`src/common/ssc_map.vh`:
```
/*
 Register map for the sequencer step configuration bank of multiplexed converter A.
 Assumes a plain address/strobe register port with 8-bit word addresses.
*/
`ifndef SSC_MAP_VH
`define SSC_MAP_VH

// Register addresses (word addresses on the register port)
`define SSC_ADDR_STEP_TEN    8'h9A
`define SSC_ADDR_STEP_ELEVEN 8'h9B

// Reset values
`define SSC_RST_STEP_TEN     16'h000A
`define SSC_RST_STEP_ELEVEN  16'h000B

// Field positions
`define SSC_BIT_ENABLE       15
`define SSC_GAIN_HI          14
`define SSC_GAIN_LO          13
`define SSC_RSV_HI           12
`define SSC_RSV_LO           5
`define SSC_BIT_NEG          4
`define SSC_POS_HI           3
`define SSC_POS_LO           0

// Writable bit mask: reserved field stays zero
`define SSC_WRITE_MASK       16'hE01F

// Positive-input codes
`define SSC_POS_LAST_EXT     4'h7
`define SSC_POS_TEMP         4'h8
`define SSC_POS_SHORT        4'h9
`define SSC_POS_DIG_PWR      4'hF

// Gain factor encodings on the decoded output
`define SSC_GAIN_X1          3'h1
`define SSC_GAIN_X2          3'h2
`define SSC_GAIN_X4          3'h4

`endif

```
`src/core/ssc_step_config_bank.v`:
```
/*
 Step configuration register bank for the sequencer of multiplexed converter A,
 holding steps ten and eleven, with decoded settings for the sequencer engine.
 Assumes a single 100 MHz clock, synchronous active-high reset, and a register
 port master on the same clock that issues one-cycle strobes.
*/
// Summary of operation
// - Bit 15 enables sequence step ten when set and disables it when clear.
// - Gain bits 14:13 give gain 1 for 00, 2 for 01 and 4 for 10 or 11.
// - Bits 12:5 are reserved, read-only and always read as zero.
// - Bit 4 picks the negative input: 0 is converter ground, 1 is external input seven.
// - Positive codes 0000 to 0111 route external inputs zero to seven.
// - Positive codes 1000 and above select internal sources such as the temperature sensor.
// - For internal sources the negative select bit is ignored and chosen automatically.
// - Step ten register sits at 9Ah and resets to 000Ah.
// - Step eleven register sits at 9Bh and resets to 000Bh.
// - Step eleven uses the same field layout as step ten.
`timescale 1ns/1ps
`default_nettype none
`include "ssc_map.vh"

module ssc_step_config_bank
(
	// Clock and reset
	input  wire        CLK_SYS_I,
	input  wire        RESET_I,
	// Register port
	input  wire [7:0]  REG_ADDR_I,
	input  wire [15:0] REG_WDATA_I,
	input  wire        REG_WR_I,
	input  wire        REG_RD_I,
	output wire [15:0] REG_RDATA_O,
	output wire        REG_ERR_O,
	// Step ten decoded settings
	output wire        STEP_TEN_ACTIVE_O,
	output wire [2:0]  STEP_TEN_GAIN_O,
	output wire [3:0]  STEP_TEN_POS_SEL_O,
	output wire        STEP_TEN_POS_INTERNAL_O,
	output wire        STEP_TEN_NEG_AUTO_O,
	output wire        STEP_TEN_NEG_EXT_SEVEN_O,
	// Step eleven decoded settings
	output wire        STEP_ELEVEN_ACTIVE_O,
	output wire [2:0]  STEP_ELEVEN_GAIN_O,
	output wire [3:0]  STEP_ELEVEN_POS_SEL_O,
	output wire        STEP_ELEVEN_POS_INTERNAL_O,
	output wire        STEP_ELEVEN_NEG_AUTO_O,
	output wire        STEP_ELEVEN_NEG_EXT_SEVEN_O
);

	reg  [15:0] step_ten_config_reg;
	reg  [15:0] step_eleven_config_reg;
	reg  [15:0] rdata_reg;
	reg  [15:0] rdata_next;
	reg         err_reg;
	wire        hit_ten;
	wire        hit_eleven;

	// Address decode
	assign hit_ten    = (REG_ADDR_I == `SSC_ADDR_STEP_TEN);
	assign hit_eleven = (REG_ADDR_I == `SSC_ADDR_STEP_ELEVEN);

	// Configuration storage; reserved bits are masked off on write
	always @(posedge CLK_SYS_I)
	begin
		if (RESET_I)
		begin
			step_ten_config_reg    <= `SSC_RST_STEP_TEN;
			step_eleven_config_reg <= `SSC_RST_STEP_ELEVEN;
		end
		else if (REG_WR_I)
		begin
			if (hit_ten)
				step_ten_config_reg <= REG_WDATA_I & `SSC_WRITE_MASK;
			if (hit_eleven)
				step_eleven_config_reg <= REG_WDATA_I & `SSC_WRITE_MASK;
		end
	end

	// Read mux; unmapped addresses read zero
	always @*
	begin
		rdata_next = 16'h0000;
		if (hit_ten)
			rdata_next = step_ten_config_reg & `SSC_WRITE_MASK;
		else if (hit_eleven)
			rdata_next = step_eleven_config_reg & `SSC_WRITE_MASK;
	end

	// Read data and unmapped-access flag stand only in the cycle after the strobe
	always @(posedge CLK_SYS_I)
	begin
		if (RESET_I)
		begin
			rdata_reg <= 16'h0000;
			err_reg   <= 1'b0;
		end
		else
		begin
			rdata_reg <= REG_RD_I ? rdata_next : 16'h0000;
			err_reg   <= (REG_RD_I | REG_WR_I) & ~(hit_ten | hit_eleven);
		end
	end

	assign REG_RDATA_O = rdata_reg;
	assign REG_ERR_O   = err_reg;

	// Step ten settings toward the sequencer
	ssc_step_decode u_step_ten
	(
		.cfg_i           (step_ten_config_reg),
		.active_o        (STEP_TEN_ACTIVE_O),
		.gain_factor_o   (STEP_TEN_GAIN_O),
		.pos_select_o    (STEP_TEN_POS_SEL_O),
		.pos_internal_o  (STEP_TEN_POS_INTERNAL_O),
		.neg_auto_o      (STEP_TEN_NEG_AUTO_O),
		.neg_ext_seven_o (STEP_TEN_NEG_EXT_SEVEN_O)
	);

	// Step eleven settings, same layout
	ssc_step_decode u_step_eleven
	(
		.cfg_i           (step_eleven_config_reg),
		.active_o        (STEP_ELEVEN_ACTIVE_O),
		.gain_factor_o   (STEP_ELEVEN_GAIN_O),
		.pos_select_o    (STEP_ELEVEN_POS_SEL_O),
		.pos_internal_o  (STEP_ELEVEN_POS_INTERNAL_O),
		.neg_auto_o      (STEP_ELEVEN_NEG_AUTO_O),
		.neg_ext_seven_o (STEP_ELEVEN_NEG_EXT_SEVEN_O)
	);

endmodule // ssc_step_config_bank
`default_nettype wire

```
`src/core/ssc_step_decode.v`:
```
/*
 Decoder for one sequencer step configuration word: enable, gain factor,
 positive and negative input routing. Purely combinational, driven by the
 register outputs of the bank on the same clock.
*/
`timescale 1ns/1ps
`default_nettype none
`include "ssc_map.vh"

module ssc_step_decode
(
	// Stored configuration word
	input  wire [15:0] cfg_i,
	// Decoded step settings
	output wire        active_o,
	output reg  [2:0]  gain_factor_o,
	output wire [3:0]  pos_select_o,
	output wire        pos_internal_o,
	output wire        neg_auto_o,
	output wire        neg_ext_seven_o
);

	wire [3:0] pos_code;

	assign pos_code = cfg_i[`SSC_POS_HI:`SSC_POS_LO];

	// Step runs only while its enable bit is set
	assign active_o = cfg_i[`SSC_BIT_ENABLE];

	// Gain code map: 00 -> 1, 01 -> 2, 10 and 11 -> 4
	always @*
	begin
		case (cfg_i[`SSC_GAIN_HI:`SSC_GAIN_LO])
			2'h0:    gain_factor_o = `SSC_GAIN_X1;
			2'h1:    gain_factor_o = `SSC_GAIN_X2;
			default: gain_factor_o = `SSC_GAIN_X4;
		endcase
	end

	// Codes 0..7 are external inputs, 8 and above internal sources
	assign pos_select_o   = pos_code;
	assign pos_internal_o = (pos_code > `SSC_POS_LAST_EXT);

	// Internal sources pick their negative input themselves
	assign neg_auto_o      = pos_internal_o;
	assign neg_ext_seven_o = ~neg_auto_o & cfg_i[`SSC_BIT_NEG];

endmodule // ssc_step_decode
`default_nettype wire

```
`config.mk`:
```
export PLATFORM = sky130hd
export DESIGN_NAME = ssc_step_config_bank
export DESIGN_NICKNAME = d
export VERILOG_FILES = /design/src/core/ssc_step_config_bank.v /design/src/core/ssc_step_decode.v
export VERILOG_INCLUDE_DIRS = /design/src /design/src/common
export SDC_FILE = /design/constraint.sdc
export NUM_CORES = 1
export LEC_CHECK = 0
export BUFFER_PORTS_ARGS = -buffer_cell sky130_fd_sc_hd__buf_4
export CORE_MARGIN = 4
export CORE_UTILIZATION = 30
export CTS_BUF_LIST = sky130_fd_sc_hd__clkbuf_4 sky130_fd_sc_hd__clkbuf_8
export DETAILED_ROUTE_END_ITERATION = 8
export MAX_ROUTING_LAYER = met4
export PLACE_DENSITY = 0.68
export SKIP_LAST_GASP = 1
export SYNTH_ARGS = -nofsm -noshare
export SYNTH_HDL_FRONTEND = slang
export SYNTH_SLANG_ARGS = --single-unit
export TNS_END_PERCENT = 100
```
`constraint.sdc`:
```
create_clock -name CLK_SYS_I -period 1.3 [get_ports CLK_SYS_I]
set_input_delay 0.26 -clock CLK_SYS_I [delete_from_list [all_inputs] [get_ports CLK_SYS_I]]
set_output_delay 0.26 -clock CLK_SYS_I [all_outputs]
set_load 0.1 [all_outputs]
```
======== Word-level counts from Yosys, hierarchy flattened ========
Index checks and enable logic that the tools add are counted.
operators by class
  $lt $le $gt $ge ......................... 2
  eq/ne operators ......................... 4
  muxes and demuxes ....................... 4
  bitwise logic cells ..................... 9
  reduce and logical (&&, ||, !) cells .... 6
operators by type and width
  cell                  count
  $mux W16              2
  $eq A8 B8 Y1 const B  2
  $pmux W3 S2           2
  $gt A4 B3 Y1 const B  2
  $eq A2 B1 Y1 const B  2
  $logic_not A2 Y1      2
  $not A1 Y1            4
  $reduce_and A2 Y1     2
  $and A1 B1 Y1         3
  $reduce_or A3 Y1      1
  $or A1 B1 Y1          2
  $reduce_or A2 Y1      1
word-level totals
  register bits ........................... 33
  input bits .............................. 28
  output and inout port bits .............. 39
  logic and storage cells ................. 30

======== Longest topological paths before layout ========
  depth after elaboration ................. 4
  gate-level depth with buffers ........... 5
  gate-level depth less buffers ........... 3

======== Modules after synthesis ========
A second synthesis with hierarchy kept.
second synthesis, totals
  cell total of the unflattened synthesis .. 126
  area total of the unflattened synthesis .. 1203.7 sq um
modules (own cells, without submodules)
  module                instances  cells each  area an instance (sq um)  sequential area each (sq um)
  ssc_step_config_bank  1          104         1066.0                    500.5
  ssc_step_decode       2          11          68.8                      0.0

======== Worst setup path before layout ========
No wires, ideal clock.
  path kind ............................... register to output
  from .................................... reg step_eleven_config_reg[13]
  to ...................................... out STEP_ELEVEN_GAIN_O[1]
  arrival time ............................ 1.701 ns
  slack ................................... -0.661 ns
  cell stages (with the launch flop) ...... 2
  path buffers ............................ 0
  path through ............................ dfxtp_1 > nor2b_1
between the ends
  longest elaborated chain between the ends .. 2
  elaborated cells between the ends (all ways) .. 3
  classes of those cells .................. eq/ne: 1; mux: 1; reduce/logical: 1
ends and longest elaborated chain
  item                                              RTL line                   RTL
  start, declared                                   ssc_step_config_bank.v:51  reg [15:0] step_eleven_config_reg;
  start signal, assigned                            ssc_step_config_bank.v:68  step_eleven_config_reg <= `SSC_RST_STEP_ELEVEN;
  start signal, assigned                            ssc_step_config_bank.v:75  step_eleven_config_reg <= REG_WDATA_I & `SSC_WRITE_MASK;
  $eq A2 B1 Y1 or $logic_not A2 Y1 (tied branches)  ssc_step_decode.v:33       case (cfg_i[`SSC_GAIN_HI:`SSC_GAIN_LO])
  $pmux W3 S2 (*)                                   ssc_step_decode.v:33
  end, declared                                     ssc_step_config_bank.v:43  output wire [2:0] STEP_ELEVEN_GAIN_O,
Mark *: on every way between the ends. The rest lies on a longest branch, timed or not.

======== Final worst setup path ========
Ends and elaborated chain as after synthesis.

==> flow_summary.ini <==
[finish]
diodes = 0
drive_gt1_frac = 0.466
area_growth_pct = 42.4
num-nets-final = 190
fin_area_mm2 = 0.00173
fin_cells = 209

[logic_synthesis]
synth.distinct_cells = 15
ys.flop_type = dfxtp_1
yosysMostFrequentCell = dfxtp_1
synth-seq-cells = 25
synth.top_cell.area_share = 0.412
syn_area_mm2 = 0.00121
ys_async_sr_fraction = 0
synthXorXnorAreaFrac = 0
syn_avg_cell_area_um2 = 9.79
synth-warning-count = 0
synth-simple-area-share = 0.230
yosys.area.top_type = dfxtp_1
yosysSeqAreaShare = 0.412
synth_commonest_cells = dfxtp_1 (25), mux2i_1 (24), nor2_1 (19)
synth_top_family_by_area = simple AND/OR/NAND/NOR gates
synth-edff-count = 0
synth_area_leaders = dfxtp_1 (41%), mux2i_1 (20%), buf_4 (11%)
synthCells = 124
synthAdderAreaFrac = 0
synth_compound_area_frac = 0.00619
synthMuxAreaShare = 0.198

[global_routing]
overflow = 0
antenna_found_initial = 0
grt_pass1_wl_mm = 4.34
grt_pass1_vias = 953
grt_max_degree = 15
grt_usage = 0.109

[hold_path]
min_delay_worst_endpoint = step_eleven_config_reg[0]
whs_path_depth = 3
hp-class = in2reg
min_from = REG_WDATA_I[0]

[setup_path]
cp_max_fo = 4
crit_path_end_kind = output pin
crit_chain = nor2b_4 -> buf_12
crit_arrival_ns = 0.99
rr_worst_depth = 2
crit_type = reg2out
max_stage_delay_ns = 0.38
r2r_end = step_eleven_config_reg[14]
cpMaxStageDelayCell = dfxtp_4
ff2ff_setup_slack_ns = 0.60
worstPathRequired_ns = 1.04
reg2reg_from = step_eleven_config_reg[14]
start_kind = flip-flop

[sta]
setup_viol = 0
drv_slew = 0
hold_ws_ns = 0.260
tns_ns = 0
hold_viol = 0
skew_ns = 0.00179
clock.fmax_ghz = 0.799
fin_crit_sh = 0.963
period_needed_ns = 1.25

[detailed_routing]
firstDrtPassIters = 3
avgViaCountPerCell = 4.27
drtIter0Drc = 17
routedWlPerCell_um = 13.0
ant_nets = 0
wl_mm = 2.72
vias = 893
drcViolationCount = 0

[clock_tree]
clkLatencyLatePin_ns = 0.26
cts_buffers = 3
cts_hold_buf = 0
cts.sinks = 25
path_clk_slew_ns = 0.08
cts_buffer_depth = 2
root_buffer = clkbuf_8
htree_levels = 1
postCtsSetupBuffers = 0
cts_tree = done

[placed_design]
placed_cell_area_mm2 = 0.00155
place_inst = 205
dp.final_hpwl_mm = 2.11
gp_congestion = 0.712
port_buffers = 50

[power_and_ir_drop]
switching_power_w = 0.000399
pwr-share-comb = 0.162
power_density_mw_per_mm2 = 836
vdd_drop_max_mv = 0.325
totalPowerFinal_w = 0.00144
clkPwrFrac = 0.308
seqPwrFrac = 0.529
internal-power_w = 0.00105
p_sw_frac = 0.276
leakagePower_nw = 0.866

[floorplanning]
initial_utilization = 0.322
fp.dieW_um = 71.6
die-area_mm2 = 0.00513
rows = 22
io_pins = 67
die_h_um = 71.6
core_mm2 = 0.00377

[run_status]
status = complete, no violations

[flow_run]
drv_cap = 0
[routing by layer]
| layer | part of all wire | global-route usage | routed length, um | up-vias |
|---|---|---|---|---|
| met5 | 0 | - | 0 | - |
| li1 | - | - | - | 447 |
| met2 | 0.53 | 0.196 | 1450 | 35 |
| met1 | 0.39 | 0.121 | 1060 | 409 |
| met4 | 0.0037 | 0.0313 | 10 | 0 |
| met3 | 0.073 | 0.0224 | 197 | 2 |
[cell usage in the layout, fill, tap and decap left out, types with 2 or more instances in the layout]
master	instances
buf_4	40
dfxtp_2	5
dfxtp_1	18
mux2i_1	24
dfxtp_4	2
buf_12	5
nand2b_1	17
buf_6	8
clkbuf_8	3
nor2_1	17
nor2b_4	4
nor2_4	2
nand4b_2	2
conb_1	8
[logic make-up (layout without fill, tap and decap cells)]
| family | after synthesis | in the layout |
|---|---|---|
| AO/OA/AOI/OAI | 1 | 1 |
| flip-flops | 25 | 25 |
| other | 1 | 8 |
| AND/OR/NAND/NOR | 45 | 45 |
| buffers and inverters | 28 | 58 |
| multiplexers | 24 | 24 |
[timing repair]
action,CTS,global route
resized for setup,11,26
endpoints found under the setup margin,12,14
pin swaps,0,1
[metrics by stage]
stage / util / worst slack [ns]
after floorplan: - / -0.201
after global placement: 0.412 / 0.0239
after CTS: 0.435 / -0.0495
after detailed placement: 0.412 / 0.00615
final: 0.458 / 0.0480
after global routing: 0.458 / -0.000508
[critical path, delay by kind of cell, from the launching register on]
kind	cells	cell delay [ns]
buffers and inverters	1	0.18
DFF	1	0.38
and+or+nand+nor	1	0.17
[final cells by class]
class,count,area (um2)
clock inverters,1,5.00
flip-flops and latches,25,514
clock buffers,3,41.3
repair buffers,54,505
multi-input cells,78,602
fillers,376,2040
well taps,48,60.1
[power by group through the flow]
stage / logic, W / registers [W] / clock network, W
floorplan: 0.000175 / 0.000804 / 0
global placement: 0.000231 / 0.000787 / 0
detailed placement: 0.000234 / 0.000787 / 0
CTS: 0.000235 / 0.000769 / 0.000464
global route: 0.000245 / 0.000766 / 0.000511
finish: 0.000234 / 0.000765 / 0.000445
[how the worst max path moves through the flow]
| stage | endpoint | startpoint | slack (ns) |
|---|---|---|---|
| final | STEP_ELEVEN_GAIN_O[1] | step_eleven_config_reg[13] | 0.05 |
| after global routing | STEP_ELEVEN_GAIN_O[1] | step_eleven_config_reg[13] | -0.0005 |
| after CTS | STEP_TEN_NEG_AUTO_O | step_ten_config_reg[3] | -0.05 |
| after detailed placement | step_eleven_config_reg[4] | REG_ADDR_I[2] | 0.006 |
| after global placement | step_eleven_config_reg[13] | REG_ADDR_I[2] | 0.02 |
| after floorplan | STEP_ELEVEN_GAIN_O[1] | step_eleven_config_reg[13] | -0.20 |
No activity file was read; power rests on OpenSTA's default activity.
